<file path="src/rtl/fpm_pkg.sv">
// fpm_pkg: constants, types and helpers for the front panel menu controller
package fpm_pkg;

   ////////////////////////////////////////////////////////////////////////////
   // clock and timing
   localparam longint CLK_KHZ          = 100000;
   localparam longint HOLD_TIME_MS     = 1000;
   localparam longint IDLE_TIME_MS     = 60000;
   localparam longint FLASH_TIME_MS    = 5000;
   localparam longint BLINK_TIME_MS    = 500;
   localparam longint DEBOUNCE_TIME_MS = 10;
   localparam int     CNT_W            = 36;

   // 60 s at 100 MHz passes 2^32, hence 64-bit products and 36-bit counters
   localparam logic [CNT_W-1:0] HOLD_CYCLES     = CNT_W'(HOLD_TIME_MS * CLK_KHZ);
   localparam logic [CNT_W-1:0] IDLE_CYCLES     = CNT_W'(IDLE_TIME_MS * CLK_KHZ);
   localparam logic [CNT_W-1:0] FLASH_CYCLES    = CNT_W'(FLASH_TIME_MS * CLK_KHZ);
   localparam logic [CNT_W-1:0] BLINK_CYCLES    = CNT_W'(BLINK_TIME_MS * CLK_KHZ);
   localparam logic [CNT_W-1:0] DEBOUNCE_CYCLES = CNT_W'(DEBOUNCE_TIME_MS * CLK_KHZ);

   ////////////////////////////////////////////////////////////////////////////
   // apb register map (byte addresses)
   localparam int         ADDR_W        = 8;
   localparam logic [7:0] ADDR_STATUS   = 8'h00;
   localparam logic [7:0] ADDR_SETTING0 = 8'h04;
   localparam logic [7:0] ADDR_SETTING1 = 8'h08;
   localparam logic [7:0] ADDR_SETTING2 = 8'h0C;
   localparam logic [7:0] ADDR_OPFAIL   = 8'h10;

   // status fields
   localparam int ST_MODE_LSB  = 0;
   localparam int ST_ENTRY_LSB = 4;
   localparam int ST_FLASH_BIT = 6;
   localparam int ST_ERROR_BIT = 7;
   localparam int ST_FAIL_BIT  = 8;
   // operator failure fields
   localparam int OPF_ACTIVE_BIT = 8;

   // reset values
   localparam logic [7:0] SETTING_RESET = 8'h00;

   ////////////////////////////////////////////////////////////////////////////
   // menu entries
   localparam logic [1:0] ENTRY_PARAM   = 2'h0;
   localparam logic [1:0] ENTRY_NETADDR = 2'h1;
   localparam logic [1:0] ENTRY_BUS     = 2'h2;
   localparam logic [1:0] ENTRY_LAST    = 2'h2;

   // device status numbers shown after the s
   localparam logic [3:0] DS_NOT_READY   = 4'h1;
   localparam logic [3:0] DS_READY_ON    = 4'h2;
   localparam logic [3:0] DS_STAGE_READY = 4'h3;
   localparam logic [3:0] DS_TECH_READY  = 4'h5;

   ////////////////////////////////////////////////////////////////////////////
   // segment patterns, bit 7 decimal point, bits 6..0 g..a
   localparam logic [7:0] SEG_P     = 8'h73;
   localparam logic [7:0] SEG_A     = 8'h77;
   localparam logic [7:0] SEG_I     = 8'h30;
   localparam logic [7:0] SEG_F     = 8'h71;
   localparam logic [7:0] SEG_B     = 8'h7C;
   localparam logic [7:0] SEG_E     = 8'h79;
   localparam logic [7:0] SEG_R     = 8'h50;
   localparam logic [7:0] SEG_S     = 8'h6D;
   localparam logic [7:0] SEG_BLANK = 8'h00;
   localparam logic [7:0] SEG_DP    = 8'h80;

   typedef enum {FPM_STATUS, FPM_TOP, FPM_VALUE, FPM_FLASH} fpm_mode_t;

   typedef struct packed {
      logic [1:0] entry;
      logic [7:0] value;
   } fpm_commit_t;

   typedef struct packed {
      logic [7:0] left;
      logic [7:0] right;
   } fpm_digits_t;

   function automatic logic [7:0] fpm_hex_seg(input logic [3:0] nib);
      logic [7:0] s;
      s = 8'h00;
      case (nib)
         4'h0: s = 8'h3F;
         4'h1: s = 8'h06;
         4'h2: s = 8'h5B;
         4'h3: s = 8'h4F;
         4'h4: s = 8'h66;
         4'h5: s = 8'h6D;
         4'h6: s = 8'h7D;
         4'h7: s = 8'h07;
         4'h8: s = 8'h7F;
         4'h9: s = 8'h6F;
         4'hA: s = 8'h77;
         4'hB: s = 8'h7C;
         4'hC: s = 8'h39;
         4'hD: s = 8'h5E;
         4'hE: s = 8'h79;
         default: s = 8'h71;
      endcase
      return s;
   endfunction

   // two decimal digits; values above 99 saturate at 99
   function automatic logic [7:0] fpm_to_dec(input logic [7:0] v);
      logic [7:0] c;
      logic [3:0] tens;
      c = (v > 8'h63) ? 8'h63 : v;
      tens = 4'h0;
      for (int k = 0; k < 9; k++) begin
         if (c >= 8'h0A) begin
            c = c - 8'h0A;
            tens = tens + 4'h1;
         end
      end
      return {tens, c[3:0]};
   endfunction

endpackage

</file>
<file path="src/rtl/fpm_front_panel.sv">
// fpm_front_panel: two-digit display, two-button menu and apb slave
//
// Behaviour
// - drive two digits, read two buttons
// - show device status after control power-up
// - sixty seconds idle returns to status
// - device error overrides display at once
// - left opens menu, scrolls, never changes settings
// - value entry: left/right set each digit
// - right selects; held right keeps descending
// - both buttons: up, accept, five-second flash
// - press while flashing aborts the save
// - unaborted flash commits value at end
// - action only after one-second hold, except the abort of a flash
// - top menu: parameter, address, fieldbus entries
// - mains on, control off: ready indication
// - safe torque and enable: stage ready
// - start enabled: technology ready indication
// - failed action alternates error and number
// - hex values and device error codes, decimal failure numbers in parameter menu
//
// The APB slave port and the register addresses were chosen for this implementation.
`timescale 1ns/1ns
module fpm_front_panel #(
   parameter logic [35:0] HOLD_CYCLES     = fpm_pkg::HOLD_CYCLES,
   parameter logic [35:0] IDLE_CYCLES     = fpm_pkg::IDLE_CYCLES,
   parameter logic [35:0] FLASH_CYCLES    = fpm_pkg::FLASH_CYCLES,
   parameter logic [35:0] BLINK_CYCLES    = fpm_pkg::BLINK_CYCLES,
   parameter logic [35:0] DEBOUNCE_CYCLES = fpm_pkg::DEBOUNCE_CYCLES
) (
   // clock and reset
   input  wire logic                  i_clk,
   input  wire logic                  i_reset,
   // buttons
   input  wire logic                  i_left_button,
   input  wire logic                  i_right_button,
   // drive state
   input  wire logic                  i_mains_ready,
   input  wire logic                  i_safe_torque_release,
   input  wire logic                  i_power_stage_enable_input,
   input  wire logic                  i_start_enabled,
   input  wire logic                  i_device_error,
   input  wire logic [7:0]            i_device_error_code,
   // display
   output fpm_pkg::fpm_digits_t       o_digits,
   // storage commit
   output logic                       o_commit_valid,
   output fpm_pkg::fpm_commit_t       o_commit,
   // apb slave
   input  wire logic                  i_psel,
   input  wire logic                  i_penable,
   input  wire logic                  i_pwrite,
   input  wire logic [7:0]            i_paddr,
   input  wire logic [31:0]           i_pwdata,
   output logic [31:0]                o_prdata,
   output logic                       o_pready,
   output logic                       o_pslverr
);

   ////////////////////////////////////////////////////////////////////////////
   // buttons
   logic       left_level;
   logic       right_level;
   logic [1:0] btn_prev;

   fpm_debounce #(.DB_CYCLES(DEBOUNCE_CYCLES)) u_left_db (
      .i_clk   (i_clk),
      .i_reset (i_reset),
      .i_raw   (i_left_button),
      .o_level (left_level)
   );

   fpm_debounce #(.DB_CYCLES(DEBOUNCE_CYCLES)) u_right_db (
      .i_clk   (i_clk),
      .i_reset (i_reset),
      .i_raw   (i_right_button),
      .o_level (right_level)
   );

   wire [1:0] btn         = {left_level, right_level};
   wire       btn_changed = btn != btn_prev;
   wire       any_press   = |(btn & ~btn_prev);

   ////////////////////////////////////////////////////////////////////////////
   // timers
   logic [35:0] hold_cnt;
   logic [35:0] idle_cnt;
   logic [35:0] flash_cnt;
   logic [35:0] blink_cnt;
   logic        blink_on;

   // a held combination repeats every hold period, so held right keeps descending
   wire hold_done = (btn != 2'b00) && !btn_changed
                    && (hold_cnt == HOLD_CYCLES - 36'h1);
   wire act_left  = hold_done && (btn == 2'b10);
   wire act_right = hold_done && (btn == 2'b01);
   wire act_both  = hold_done && (btn == 2'b11);
   wire act_any   = hold_done;
   wire idle_out  = (btn == 2'b00) && (idle_cnt == IDLE_CYCLES - 36'h1);
   wire flash_end = flash_cnt == FLASH_CYCLES - 36'h1;
   wire blink_end = blink_cnt == BLINK_CYCLES - 36'h1;

   always_ff @(posedge i_clk) begin
      if (i_reset) begin
         btn_prev  <= 2'b00;
         hold_cnt  <= 36'h0;
         idle_cnt  <= 36'h0;
         blink_cnt <= 36'h0;
         blink_on  <= 1'b1;
      end else begin
         btn_prev  <= btn;
         hold_cnt  <= (btn == 2'b00 || btn_changed || hold_done) ? 36'h0 : hold_cnt + 36'h1;
         idle_cnt  <= (btn != 2'b00 || idle_out) ? 36'h0 : idle_cnt + 36'h1;
         blink_cnt <= blink_end ? 36'h0 : blink_cnt + 36'h1;
         blink_on  <= blink_end ? !blink_on : blink_on;
      end
   end

   ////////////////////////////////////////////////////////////////////////////
   // menu state
   fpm_pkg::fpm_mode_t mode;
   fpm_pkg::fpm_mode_t next_mode;
   logic [1:0]         entry;
   logic [1:0]         next_entry;
   logic [7:0]         edit;
   logic [7:0]         next_edit;
   logic               commit_now;
   logic [7:0]         setting [3];

   always_comb begin
      next_mode  = mode;
      next_entry = entry;
      next_edit  = edit;
      commit_now = 1'b0;
      case (mode)
         fpm_pkg::FPM_STATUS: begin
            if (act_left) begin
               next_mode  = fpm_pkg::FPM_TOP;
               next_entry = fpm_pkg::ENTRY_PARAM;
            end
         end
         fpm_pkg::FPM_TOP: begin
            if (act_left) begin
               next_entry = (entry == fpm_pkg::ENTRY_LAST) ? fpm_pkg::ENTRY_PARAM
                                                          : entry + 2'h1;
            end else if (act_right) begin
               next_mode = fpm_pkg::FPM_VALUE;
               next_edit = setting[entry];
            end else if (act_both) begin
               next_mode = fpm_pkg::FPM_STATUS;
            end
         end
         fpm_pkg::FPM_VALUE: begin
            if (act_left) begin
               next_edit = {edit[7:4] + 4'h1, edit[3:0]};
            end else if (act_right) begin
               next_edit = {edit[7:4], edit[3:0] + 4'h1};
            end else if (act_both) begin
               next_mode = fpm_pkg::FPM_FLASH;
            end
         end
         fpm_pkg::FPM_FLASH: begin
            if (any_press) begin
               next_mode = fpm_pkg::FPM_TOP;
            end else if (flash_end) begin
               next_mode  = fpm_pkg::FPM_TOP;
               commit_now = 1'b1;
            end
         end
         default: begin
            next_mode = fpm_pkg::FPM_STATUS;
         end
      endcase
      // device error wins; an unfinished edit is discarded
      if (i_device_error || (idle_out && mode != fpm_pkg::FPM_FLASH)) begin
         next_mode  = fpm_pkg::FPM_STATUS;
         commit_now = 1'b0;
      end
   end

   always_ff @(posedge i_clk) begin
      if (i_reset) begin
         mode      <= fpm_pkg::FPM_STATUS;
         entry     <= fpm_pkg::ENTRY_PARAM;
         edit      <= 8'h00;
         flash_cnt <= 36'h0;
      end else begin
         mode      <= next_mode;
         entry     <= next_entry;
         edit      <= next_edit;
         flash_cnt <= (mode == fpm_pkg::FPM_FLASH) ? flash_cnt + 36'h1 : 36'h0;
      end
   end

   ////////////////////////////////////////////////////////////////////////////
   // apb decode
   wire        apb_setup  = i_psel && !i_penable;
   wire        apb_write  = i_psel && i_penable && o_pready && i_pwrite;
   wire        hit_status = i_paddr == fpm_pkg::ADDR_STATUS;
   wire        hit_set0   = i_paddr == fpm_pkg::ADDR_SETTING0;
   wire        hit_set1   = i_paddr == fpm_pkg::ADDR_SETTING1;
   wire        hit_set2   = i_paddr == fpm_pkg::ADDR_SETTING2;
   wire        hit_opfail = i_paddr == fpm_pkg::ADDR_OPFAIL;
   wire        hit_any    = hit_status || hit_set0 || hit_set1 || hit_set2 || hit_opfail;
   wire        wr_opfail  = apb_write && hit_opfail;
   wire [1:0]  wr_index   = hit_set0 ? 2'h0 : (hit_set1 ? 2'h1 : 2'h2);
   wire        wr_setting = apb_write && (hit_set0 || hit_set1 || hit_set2);

   ////////////////////////////////////////////////////////////////////////////
   // stored settings and operator failure report
   logic [7:0] opfail_num;
   logic       opfail_active;

   // a panel commit in the same cycle as a software write wins
   always_ff @(posedge i_clk) begin
      if (i_reset) begin
         for (int k = 0; k < 3; k++) begin
            setting[k] <= fpm_pkg::SETTING_RESET;
         end
      end else if (commit_now) begin
         setting[entry] <= edit;
      end else if (wr_setting) begin
         setting[wr_index] <= i_pwdata[7:0];
      end
   end

   // a fresh report in the same cycle as an acknowledging press wins
   always_ff @(posedge i_clk) begin
      if (i_reset) begin
         opfail_num    <= 8'h00;
         opfail_active <= 1'b0;
      end else if (wr_opfail) begin
         opfail_num    <= i_pwdata[7:0];
         opfail_active <= i_pwdata[fpm_pkg::OPF_ACTIVE_BIT];
      end else if (act_any) begin
         opfail_active <= 1'b0;
      end
   end

   ////////////////////////////////////////////////////////////////////////////
   // display selection
   wire [3:0] status_num = (i_start_enabled && i_safe_torque_release
                            && i_power_stage_enable_input) ? fpm_pkg::DS_TECH_READY
                         : (i_safe_torque_release && i_power_stage_enable_input)
                            ? fpm_pkg::DS_STAGE_READY
                         : i_mains_ready ? fpm_pkg::DS_READY_ON
                         : fpm_pkg::DS_NOT_READY;
   wire        in_param  = (mode != fpm_pkg::FPM_STATUS) && (entry == fpm_pkg::ENTRY_PARAM);
   wire [7:0]  fail_show = in_param ? fpm_pkg::fpm_to_dec(opfail_num) : opfail_num;
   wire [7:0]  err_num   = i_device_error ? i_device_error_code : fail_show;
   wire [15:0] err_segs  = blink_on ? {fpm_pkg::SEG_E, fpm_pkg::SEG_R}
                         : {fpm_pkg::fpm_hex_seg(err_num[7:4]),
                            fpm_pkg::fpm_hex_seg(err_num[3:0])};
   wire [15:0] edit_segs = {fpm_pkg::fpm_hex_seg(edit[7:4]),
                            fpm_pkg::fpm_hex_seg(edit[3:0])};
   wire [15:0] dp_segs   = {fpm_pkg::SEG_DP, fpm_pkg::SEG_DP};
   wire [15:0] entry_segs = (entry == fpm_pkg::ENTRY_PARAM)   ? {fpm_pkg::SEG_P, fpm_pkg::SEG_A}
                          : (entry == fpm_pkg::ENTRY_NETADDR) ? {fpm_pkg::SEG_I, fpm_pkg::SEG_P}
                          : {fpm_pkg::SEG_F, fpm_pkg::SEG_B};
   logic [15:0] next_segs;

   // the flash shows the value with blinking points, dark on off phases
   always_comb begin
      next_segs = {fpm_pkg::SEG_S, fpm_pkg::fpm_hex_seg(status_num)};
      if (i_device_error || opfail_active) begin
         next_segs = err_segs;
      end else begin
         case (mode)
            fpm_pkg::FPM_STATUS: next_segs = {fpm_pkg::SEG_S, fpm_pkg::fpm_hex_seg(status_num)};
            fpm_pkg::FPM_TOP:    next_segs = entry_segs;
            fpm_pkg::FPM_VALUE:  next_segs = edit_segs;
            fpm_pkg::FPM_FLASH:  next_segs = blink_on ? (edit_segs | dp_segs) : 16'h0000;
            default:             next_segs = 16'h0000;
         endcase
      end
   end

   wire [31:0] status_word = {23'h0,
                              opfail_active,
                              i_device_error,
                              mode == fpm_pkg::FPM_FLASH,
                              entry,
                              2'h0,
                              2'(mode)};
   wire [31:0] next_rdata = hit_status ? status_word
                          : hit_set0   ? {24'h0, setting[0]}
                          : hit_set1   ? {24'h0, setting[1]}
                          : hit_set2   ? {24'h0, setting[2]}
                          : hit_opfail ? {23'h0, opfail_active, opfail_num}
                          : 32'h0;

   ////////////////////////////////////////////////////////////////////////////
   // registered outputs
   always_ff @(posedge i_clk) begin
      if (i_reset) begin
         o_digits       <= '0;
         o_commit_valid <= 1'b0;
         o_commit       <= '0;
      end else begin
         o_digits       <= next_segs;
         o_commit_valid <= commit_now;
         o_commit       <= commit_now ? {entry, edit} : o_commit;
      end
   end

   // no wait state: every access phase answers in its first cycle
   always_ff @(posedge i_clk) begin
      if (i_reset) begin
         o_pready  <= 1'b0;
         o_pslverr <= 1'b0;
         o_prdata  <= 32'h0;
      end else begin
         o_pready  <= apb_setup;
         o_pslverr <= apb_setup && !hit_any;
         o_prdata  <= apb_setup ? next_rdata : 32'h0;
      end
   end

endmodule

</file>
<file path="src/rtl/fpm_debounce.sv">
// fpm_debounce: two-flop synchroniser and stability filter for one button
`timescale 1ns/1ns
module fpm_debounce #(
   parameter logic [35:0] DB_CYCLES = fpm_pkg::DEBOUNCE_CYCLES
) (
   // clock and reset
   input  wire logic i_clk,
   input  wire logic i_reset,
   // raw button and clean level
   input  wire logic i_raw,
   output logic      o_level
);

   logic        sync1;
   logic        sync2;
   logic [35:0] stable_cnt;
   wire         differs = sync2 != o_level;
   wire         settled = stable_cnt == DB_CYCLES - 36'h1;

   // sync1 feeds sync2 only, to keep metastability out of the filter
   always_ff @(posedge i_clk) begin
      if (i_reset) begin
         sync1 <= 1'b0;
         sync2 <= 1'b0;
      end else begin
         sync1 <= i_raw;
         sync2 <= sync1;
      end
   end

   always_ff @(posedge i_clk) begin
      if (i_reset) begin
         stable_cnt <= 36'h0;
         o_level    <= 1'b0;
      end else if (!differs) begin
         stable_cnt <= 36'h0;
      end else if (settled) begin
         stable_cnt <= 36'h0;
         o_level    <= sync2;
      end else begin
         stable_cnt <= stable_cnt + 36'h1;
      end
   end

endmodule

</file>
<file path="config.mk">
export PLATFORM = sky130hd
export DESIGN_NAME = fpm_front_panel
export DESIGN_NICKNAME = d
export VERILOG_FILES = /design/src/rtl/fpm_pkg.sv /design/src/rtl/fpm_front_panel.sv /design/src/rtl/fpm_debounce.sv
export SDC_FILE = /design/constraint.sdc
export NUM_CORES = 1
export LEC_CHECK = 0
export ABC_CLOCK_PERIOD_IN_PS = 6920
export BUFFER_PORTS_ARGS = -buffer_cell sky130_fd_sc_hd__buf_4
export CORE_ASPECT_RATIO = 0.5
export CORE_MARGIN = 2
export CORE_UTILIZATION = 50
export CTS_CLUSTER_SIZE = 14
export DETAILED_ROUTE_END_ITERATION = 6
export GPL_ROUTABILITY_DRIVEN = 0
export GPL_TIMING_DRIVEN = 1
export PLACE_DENSITY = 0.68
export SLEW_MARGIN = 20
export SYNTH_ARGS = -nofsm -noshare
export SYNTH_HDL_FRONTEND = slang
export SYNTH_SLANG_ARGS = --single-unit
</file>
<file path="constraint.sdc">
create_clock -name i_clk -period 6.92 [get_ports i_clk]
set_input_delay 0 -clock i_clk [delete_from_list [all_inputs] [get_ports i_clk]]
set_output_delay 0 -clock i_clk [all_outputs]
set_load 0.005 [all_outputs]
</file>
[After elaboration in Yosys (flattened, before gate mapping)]
Memories as Yosys holds them, arrays and structs flattened. A register that Yosys moved wholly into a read port is not among the register bits.
Index checks and enable logic that the tools add are counted.
Cells by class
  equal/unequal tests: 34
  bitwise logic cells: 6
  order comparisons: 10
  add/subtract/negate cells: 26
  reduce and logical (&&, ||, !) cells: 61
  mux-type cells: 83
Operators with widths (number)
  two-way mux 32 bit: 9
  adder 36 x 1 -> 36 bit (second input constant): 6
  two-way mux 8 bit: 16
  case mux 32 bit (4 select lines): 1
  equality test 36 x 20 -> 1 bit (second input constant): 2
  greater-or-equal comparator 8 x 4 -> 1 bit (second input constant): 9
  equality test 32 x 2 -> 1 bit (second input constant): 2
  case mux 16 bit (4 select lines): 1
  subtractor 8 x 4 -> 8 bit (second input constant): 8
  two-way mux 4 bit: 14
  two-way mux 16 bit: 3
  two-way mux 9 bit: 5
  adder 4 x 1 -> 4 bit (second input constant): 10
  equality test 36 x 26 -> 1 bit (second input constant): 1
  equality test 36 x 27 -> 1 bit (second input constant): 1
  equality test 36 x 29 -> 1 bit (second input constant): 1
  equality test 36 x 33 -> 1 bit (second input constant): 1
  equality test 32 x 1 -> 1 bit (second input constant): 1
  equality test 32 x 3 -> 1 bit (second input constant): 1
  zero test 32 bit: 1
  != test 32 x 3 -> 1 bit (second input constant): 1
  nonzero test 32 bit: 1
  two-way mux 15 bit: 2
  two-way mux 2 bit: 11
  34 further kinds: 112
Word-level totals
  input port bits: 60
  logic and storage cells: 256
  output and inout bits: 61
  RAM bits: 24
  bits in registers: 337
  memories: 6
  memory bits (read-only): 560
Memory list
  (no name shown): depth 16, width 7, rd ports 1, clocked after memory_dff 0, write ports 0, line fpm_pkg.sv:83  | case (nib)
  (no name shown): depth 16, width 7, rd ports 1, clocked after memory_dff 1, write ports 0, line fpm_pkg.sv:83
  (no name shown): depth 16, width 7, rd ports 1, clocked after memory_dff 1, write ports 0, line fpm_pkg.sv:83
  (no name shown): depth 16, width 7, rd ports 1, clocked after memory_dff 0, write ports 0, line fpm_pkg.sv:83
  (no name shown): depth 16, width 7, rd ports 1, clocked after memory_dff 0, write ports 0, line fpm_pkg.sv:83
  setting: depth 3, width 8, rd ports 4, clocked after memory_dff 1, write ports 3, line fpm_front_panel.sv:128  | logic [7:0] setting [3];

[Depth between registers and ports, before layout]
An unclocked memory read counts as a cell.
  depth in word-level cells: 25
  mapped depth: 29
  gate-level depth less buffers: 27

[Modules after synthesis]
From an unflattened synthesis, not the netlist that was laid out.
Unflattened totals
  cell total of the unflattened synthesis: 2152
  area total of the unflattened synthesis: 18046.1 um2
Modules (own cells, without submodules)
  fpm_front_panel: area each 14505.2 um2, sequential area each 5385.2 um2, instances 1, cells an instance 1736
  fpm_debounce: area each 1770.4 um2, sequential area each 780.7 um2, instances 2, cells an instance 208

[Worst setup path after synthesis]
OpenSTA, ideal clock, no wires.
  kind: register to register
  from: register opfail_num[2]
  to: register o_digits[13] in the netlist's numbering
  buffers on the path: 3
  cell stages (with the launch flop): 28
  clock period less this slack: 6402 ps
  setup slack: 518 ps
  library setup time: 132 ps
  data arrival time: 6271 ps
  required time: 6788 ps
  cells stage by stage: dfxtp_1 -> buf_6 -> o311a_1 -> nor4_2 -> nor3_2 -> or3b_4 -> o22a_1 -> o221a_2 -> a2111oi_0 -> a311o_1 -> a32oi_1 -> nor2_1 -> o211ai_1 -> inv_1 -> ha_1 -> nor3b_1 -> or4b_4 -> and3_1 -> clkbuf_1 -> mux2_2 -> ha_1 -> inv_1 -> or4_4 -> a31oi_4 -> buf_4 -> nand2_1 -> a211oi_1 -> nor3_1
Between the ends
  cells in the longest elaborated chain, start to end: 25
  elaborated cells on any way between the ends: 49
  classes of those cells: 16 x add/sub; 10 x order compare; 22 x mux; 1 x memory
RTL lines
  start: declaration: line fpm_front_panel.sv:211  | logic [7:0] opfail_num;
  start signal: assignment: line fpm_front_panel.sv:233  | opfail_num <= i_pwdata[7:0];
  greater-than comparator 8 x 7 -> 1 bit: line fpm_pkg.sv:108  | c = (v > 8'h63) ? 8'h63 : v;
  two-way mux 8 bit (*): line fpm_pkg.sv:108
  subtractor 8 x 4 -> 8 bit / greater-or-equal comparator 8 x 4 -> 1 bit (equally long branches): line fpm_pkg.sv:112, fpm_pkg.sv:111
  two-way mux 8 bit / two-way mux 1 bit (equally long branches): line fpm_pkg.sv:111  | if (c >= 8'h0A) begin
  subtractor 8 x 4 -> 8 bit (tied with other cells): line fpm_pkg.sv:112  | c = c - 8'h0A;
  two-way mux 8 bit / two-way mux 4 bit (equally long branches): line fpm_pkg.sv:111
  subtractor 8 x 4 -> 8 bit (tied with other cells): line fpm_pkg.sv:112
  two-way mux 8 bit / two-way mux 4 bit (equally long branches): line fpm_pkg.sv:111
  (+9 left out)
  two-way mux 8 bit / two-way mux 4 bit (equally long branches): line fpm_pkg.sv:111
  greater-or-equal comparator 8 x 4 -> 1 bit / adder 4 x 1 -> 4 bit (equally long branches): line fpm_pkg.sv:111, fpm_pkg.sv:113
  two-way mux 4 bit (*): line fpm_pkg.sv:111
  two-way mux 8 bit (*): line fpm_front_panel.sv:249  | wire [7:0] fail_show = in_param ? fpm_pkg::fpm_to_dec(opfail_num) : opfail_num;
  two-way mux 8 bit (*): line fpm_front_panel.sv:250  | wire [7:0] err_num = i_device_error ? i_device_error_code : fail_show;
  memory read (16 x 7 bit) (*)
  two-way mux 16 bit (*): line fpm_front_panel.sv:251  | wire [15:0] err_segs = blink_on ? {fpm_pkg::SEG_E, fpm_pkg::SEG_R}
  two-way mux 16 bit (*): line fpm_front_panel.sv:265  | if (i_device_error || opfail_active) begin
  end signal: assignment: line fpm_front_panel.sv:300  | o_digits <= next_segs;
  end: declaration: line fpm_front_panel.sv:45  | output fpm_pkg::fpm_digits_t o_digits,
Every way passes the cells marked *; elsewhere a longest branch is shown, timed or not.
A chain may end at the register's enable or synchronous reset.

[Worst setup path after layout]
  from: register opfail_num[5]
  to: register o_digits[5] in the netlist's numbering
Between the ends
  cells in the longest elaborated chain, start to end: 25
  elaborated cells on any way between the ends: 34
  classes of those cells: 9 x add/sub; 10 x order compare; 14 x mux; 1 x memory
RTL lines (line)
  greater-than comparator 8 x 7 -> 1 bit: fpm_pkg.sv:108
  two-way mux 8 bit (*): fpm_pkg.sv:108
  subtractor 8 x 4 -> 8 bit / greater-or-equal comparator 8 x 4 -> 1 bit (equally long branches): fpm_pkg.sv:112, fpm_pkg.sv:111
  two-way mux 8 bit (*): fpm_pkg.sv:111
  subtractor 8 x 4 -> 8 bit / greater-or-equal comparator 8 x 4 -> 1 bit (equally long branches): fpm_pkg.sv:112, fpm_pkg.sv:111
  two-way mux 8 bit (*): fpm_pkg.sv:111
  subtractor 8 x 4 -> 8 bit / greater-or-equal comparator 8 x 4 -> 1 bit (equally long branches): fpm_pkg.sv:112, fpm_pkg.sv:111
  two-way mux 8 bit (*): fpm_pkg.sv:111
  (+9 left out)
  two-way mux 8 bit (*): fpm_pkg.sv:111
  greater-or-equal comparator 8 x 4 -> 1 bit / subtractor 4 bit (equally long branches): fpm_pkg.sv:111, fpm_pkg.sv:112
  two-way mux 4 bit (*): fpm_pkg.sv:111
  two-way mux 8 bit (*): fpm_front_panel.sv:249
  two-way mux 8 bit (*): fpm_front_panel.sv:250
  memory read (16 x 7 bit) (*)
  two-way mux 16 bit (*): fpm_front_panel.sv:251
  two-way mux 16 bit (*): fpm_front_panel.sv:265
Marked as above.

==> out/qor.txt <==
GRT overflow -> 0
Syn Area/Cell -> 8.44 um^2
DR DRC count -> 0
Routed vias/inst -> 5.60
Leakage -> 7.57 nW
Drt initial violations -> 1225
Reg2reg path depth -> 26
First-pass GRT wire length -> 69400 um
Pre-antenna DRT Iters -> 5
Hold path startpoint -> i_device_error_code[0]
Worst hold endpoint -> o_digits[4]
Worst setup SP type -> flip-flop
Clock slew at reported path FFs -> 0.06 ns
CP Max Fanout -> 22
Footprint of the multi-input gates -> 10300 um^2
Mapped Cells -> 2114
Sequential cell area -> 6950 um^2
Worst r2r src -> opfail_num[5]
H-tree depth -> 1
Flops & latches, synth -> 331
Max Cap Violations -> 0
Asr flop ratio synth -> 0%
Post-synth EDFFs -> 32
WS Path Type -> flip-flop to flip-flop
Vias in the first global route -> 14.0k
Diode count -> 0
Critical Path Sink Type -> flip-flop
Pins Over Slew Limit -> 0
Root Driver -> clkbuf_16
Final-stage net count -> 2327
Fin area -> 20400 um^2
FP Rows -> 48
Final number of setup-violating endpoints -> 0
WHS -> 0.0202 ns
Area delta synth->final -> 14.6%
Routed len/inst -> 15.8 um
Clk Latency, worst-skew pair -> 0.58 ns
Synthesis warning total -> 0
Critical Path AT -> 7.12 ns
Measured slew at the worst slew-check pin -> 1.07 ns
Starting Density -> 51.2%
Final Cycle Share -> 95.7%
Most used DFF post-synth -> dfxtp_1
Core area -> 34800 um^2
PD cells -> 188 nW/um^2
CTS tree -> yes
Final HPWL DP -> 30100 um
Die Height -> 138 um
Vias -> 15.2k
Max IR drop VDD -> 0.192 mV
Clk_skew -> 0.0150 ns
TritonCTS Sinks -> 331
GRT Total Usage -> 22.4%
Post-route ant nets -> 0
Drt total wl -> 42800 um
Post-synth top area share -> 33.6%
Dpl cell area -> 18900 um^2
Largest net degree at the start of global routing -> 72
R2R setup slack -> 0.30 ns
Die ar. -> 37300 um^2
Initial antenna violation count -> 0
Io pins -> 121
Pre-CTS WS -> 0.133 ns
Die X -> 271 um
Worst setup margin -> 0.296 ns
Register area share after synthesis -> 38.9%
Max Buffers Root-to-Sink -> 3
Hold-critical path depth -> 4
Share of layout cells above drive strength 1 -> 11.8%
R2R Path End -> o_digits[5]
Post-synth top area cell -> dfxtp_1
Cell Area, Synth -> 17800 um^2
# fillers -> 3121
Critical-path top delay cell -> or4_4
Delay of the slowest cell on the worst path -> 0.56 ns
CTS buffer count -> 31
Status -> completed
Max Fclk -> 151 MHz
Hold crit path type -> input port to flip-flop
Slew HR -> 28.6%
Ranking of synthesized cells by area -> dfxtp_1 34%, nor2_1 7.5%, xor2_1 6.4%
WP data required -> 7.42 ns
Final Hold Violating Endpoints -> 0
Number of port buffers -> 74
Power, Total -> 3.84 mW
Distinct cells, synth -> 100
Min Tclk post-route -> 6.62 ns
[layout by cell type (no fill, tap or decap), types with 13 or more instances in the layout]
| cell | n |
|---|---|
| nand4_1 | 41 |
| or3_1 | 38 |
| nand2b_1 | 27 |
| nor3_1 | 35 |
| o22ai_1 | 15 |
| mux2_2 | 17 |
| mux2i_1 | 43 |
| a21oi_1 | 78 |
| xor2_1 | 131 |
| and2_1 | 13 |
| xnor2_1 | 68 |
| o21ai_0 | 64 |
| inv_1 | 68 |
| clkbuf_16 | 31 |
| buf_4 | 127 |
| nand2_1 | 163 |
| conb_1 | 23 |
| nor4b_1 | 13 |
| nor2b_1 | 17 |
| and3_1 | 56 |
| nor2_1 | 358 |
| nor4_1 | 26 |
| ha_1 | 48 |
| dfxtp_1 | 298 |
| dlygate4sd3_1 | 32 |
| nand3_1 | 111 |
| edfxtp_1 | 32 |
[synth_stat cells (all sizes together) (43+ instances only)]
cell type,count
xnor2,69
xor2,131
nand2,165
nand3,113
nor2,360
ha,48
o21ai,78
a21oi,80
dfxtp,299
inv,70
and3,57
clkbuf,69
mux2i,43
[kinds of logic (layout without fill, tap and decap cells)]
kind of cell	after synthesis	after routing	share of synthesized area (%)
DFF	331	331	38.9
and+or+nand+nor	956	957	26.0
adders and majority gates	48	48	3.37
xor gates and xnor gates	201	201	9.95
other	1	23	0.0210
AOI/OAI and AO/OA	326	326	12.5
muxes	70	70	4.75
buffers and inverters	181	286	4.47
[flip-flops by register name, summed over array words and instances (netlist names), 15 cells and up, named ones only]
name                   count
flash_cnt                 36
hold_cnt                  36
u_right_db.stable_cnt     36
blink_cnt                 36
idle_cnt                  36
o_digits                  15
setting                   32
u_left_db.stable_cnt      36
[how the worst max path moves through the flow]
| stage | startpoint | endpoint | slack [ns] | depth (start not counted) |
|---|---|---|---|---|
| 6_report | opfail_num[5] | o_digits[5] | 0.30 | 26 |
| 5_1_grt | opfail_num[5] | o_digits[5] | -0.09 | 26 |
| 4_1_cts | opfail_num[5] | o_digits[5] | 0.09 | 25 |
| 3_5_place_dp | opfail_num[5] | o_digits[5] | 0.13 | 25 |
| 3_3_place_gp | opfail_num[5] | o_digits[5] | 0.24 | 24 |
| 2_1_floorplan | opfail_num[2] | o_digits[13] | 0.52 | 27 |
[critical path, delay by kind of cell, from the launching register on]
family / cells / cell delay [ns]
AO/OA/AOI/OAI: 11 / 2.70
AND/OR/NAND/NOR: 10 / 2.69
buffers and inverters: 3 / 0.45
adder cells (fa/ha/maj): 2 / 0.38
flip-flops: 1 / 0.32
[through the flow]
stage	TNS, ns	instances	util (%)
after floorplan	0	2136	-
after global placement	0	2623	54.3
after detailed placement	0	2623	54.3
after CTS	0	2711	58.2
after global routing	-0.157	2717	58.7
final	0	2717	58.7
[layout make-up]
| class | instances | share of cell area (%) |
|---|---|---|
| clock inverter | 11 | 0.698 |
| inverter | 71 | 1.30 |
| multi-input combinational | 1625 | 50.5 |
| tap | 475 | 2.91 |
| clock buffer | 45 | 4.40 |
| timing repair buffer | 159 | 6.23 |
| sequential | 331 | 34.0 |
[repair_timing]
action | CTS | global route
resized for setup | 0 | 26
endpoints found under the setup margin | 0 | 14
buffers inserted | 0 | 5
hold buffers | 32 | 0
endpoints found under the hold margin | 76 | 0
[routing by layer]
metal / vias up / GRT usage, % / part of all wire (%)
met4: 0 / 6.07 / 2.1
met2: 369 / 37.7 / 46
met3: 65 / 3.56 / 5.1
met5: - / 0 / 0
met1: 7148 / 30.3 / 47
li1: 7624 / - / -
[report_power, final]
part | internal, mW | total, mW | switching (mW)
clock | 1.01 | 1.74 | 0.731
combinational | 0.0622 | 0.141 | 0.0788
sequential | 1.95 | 1.96 | 0.00929
No activity file was read; power rests on OpenSTA's default activity.
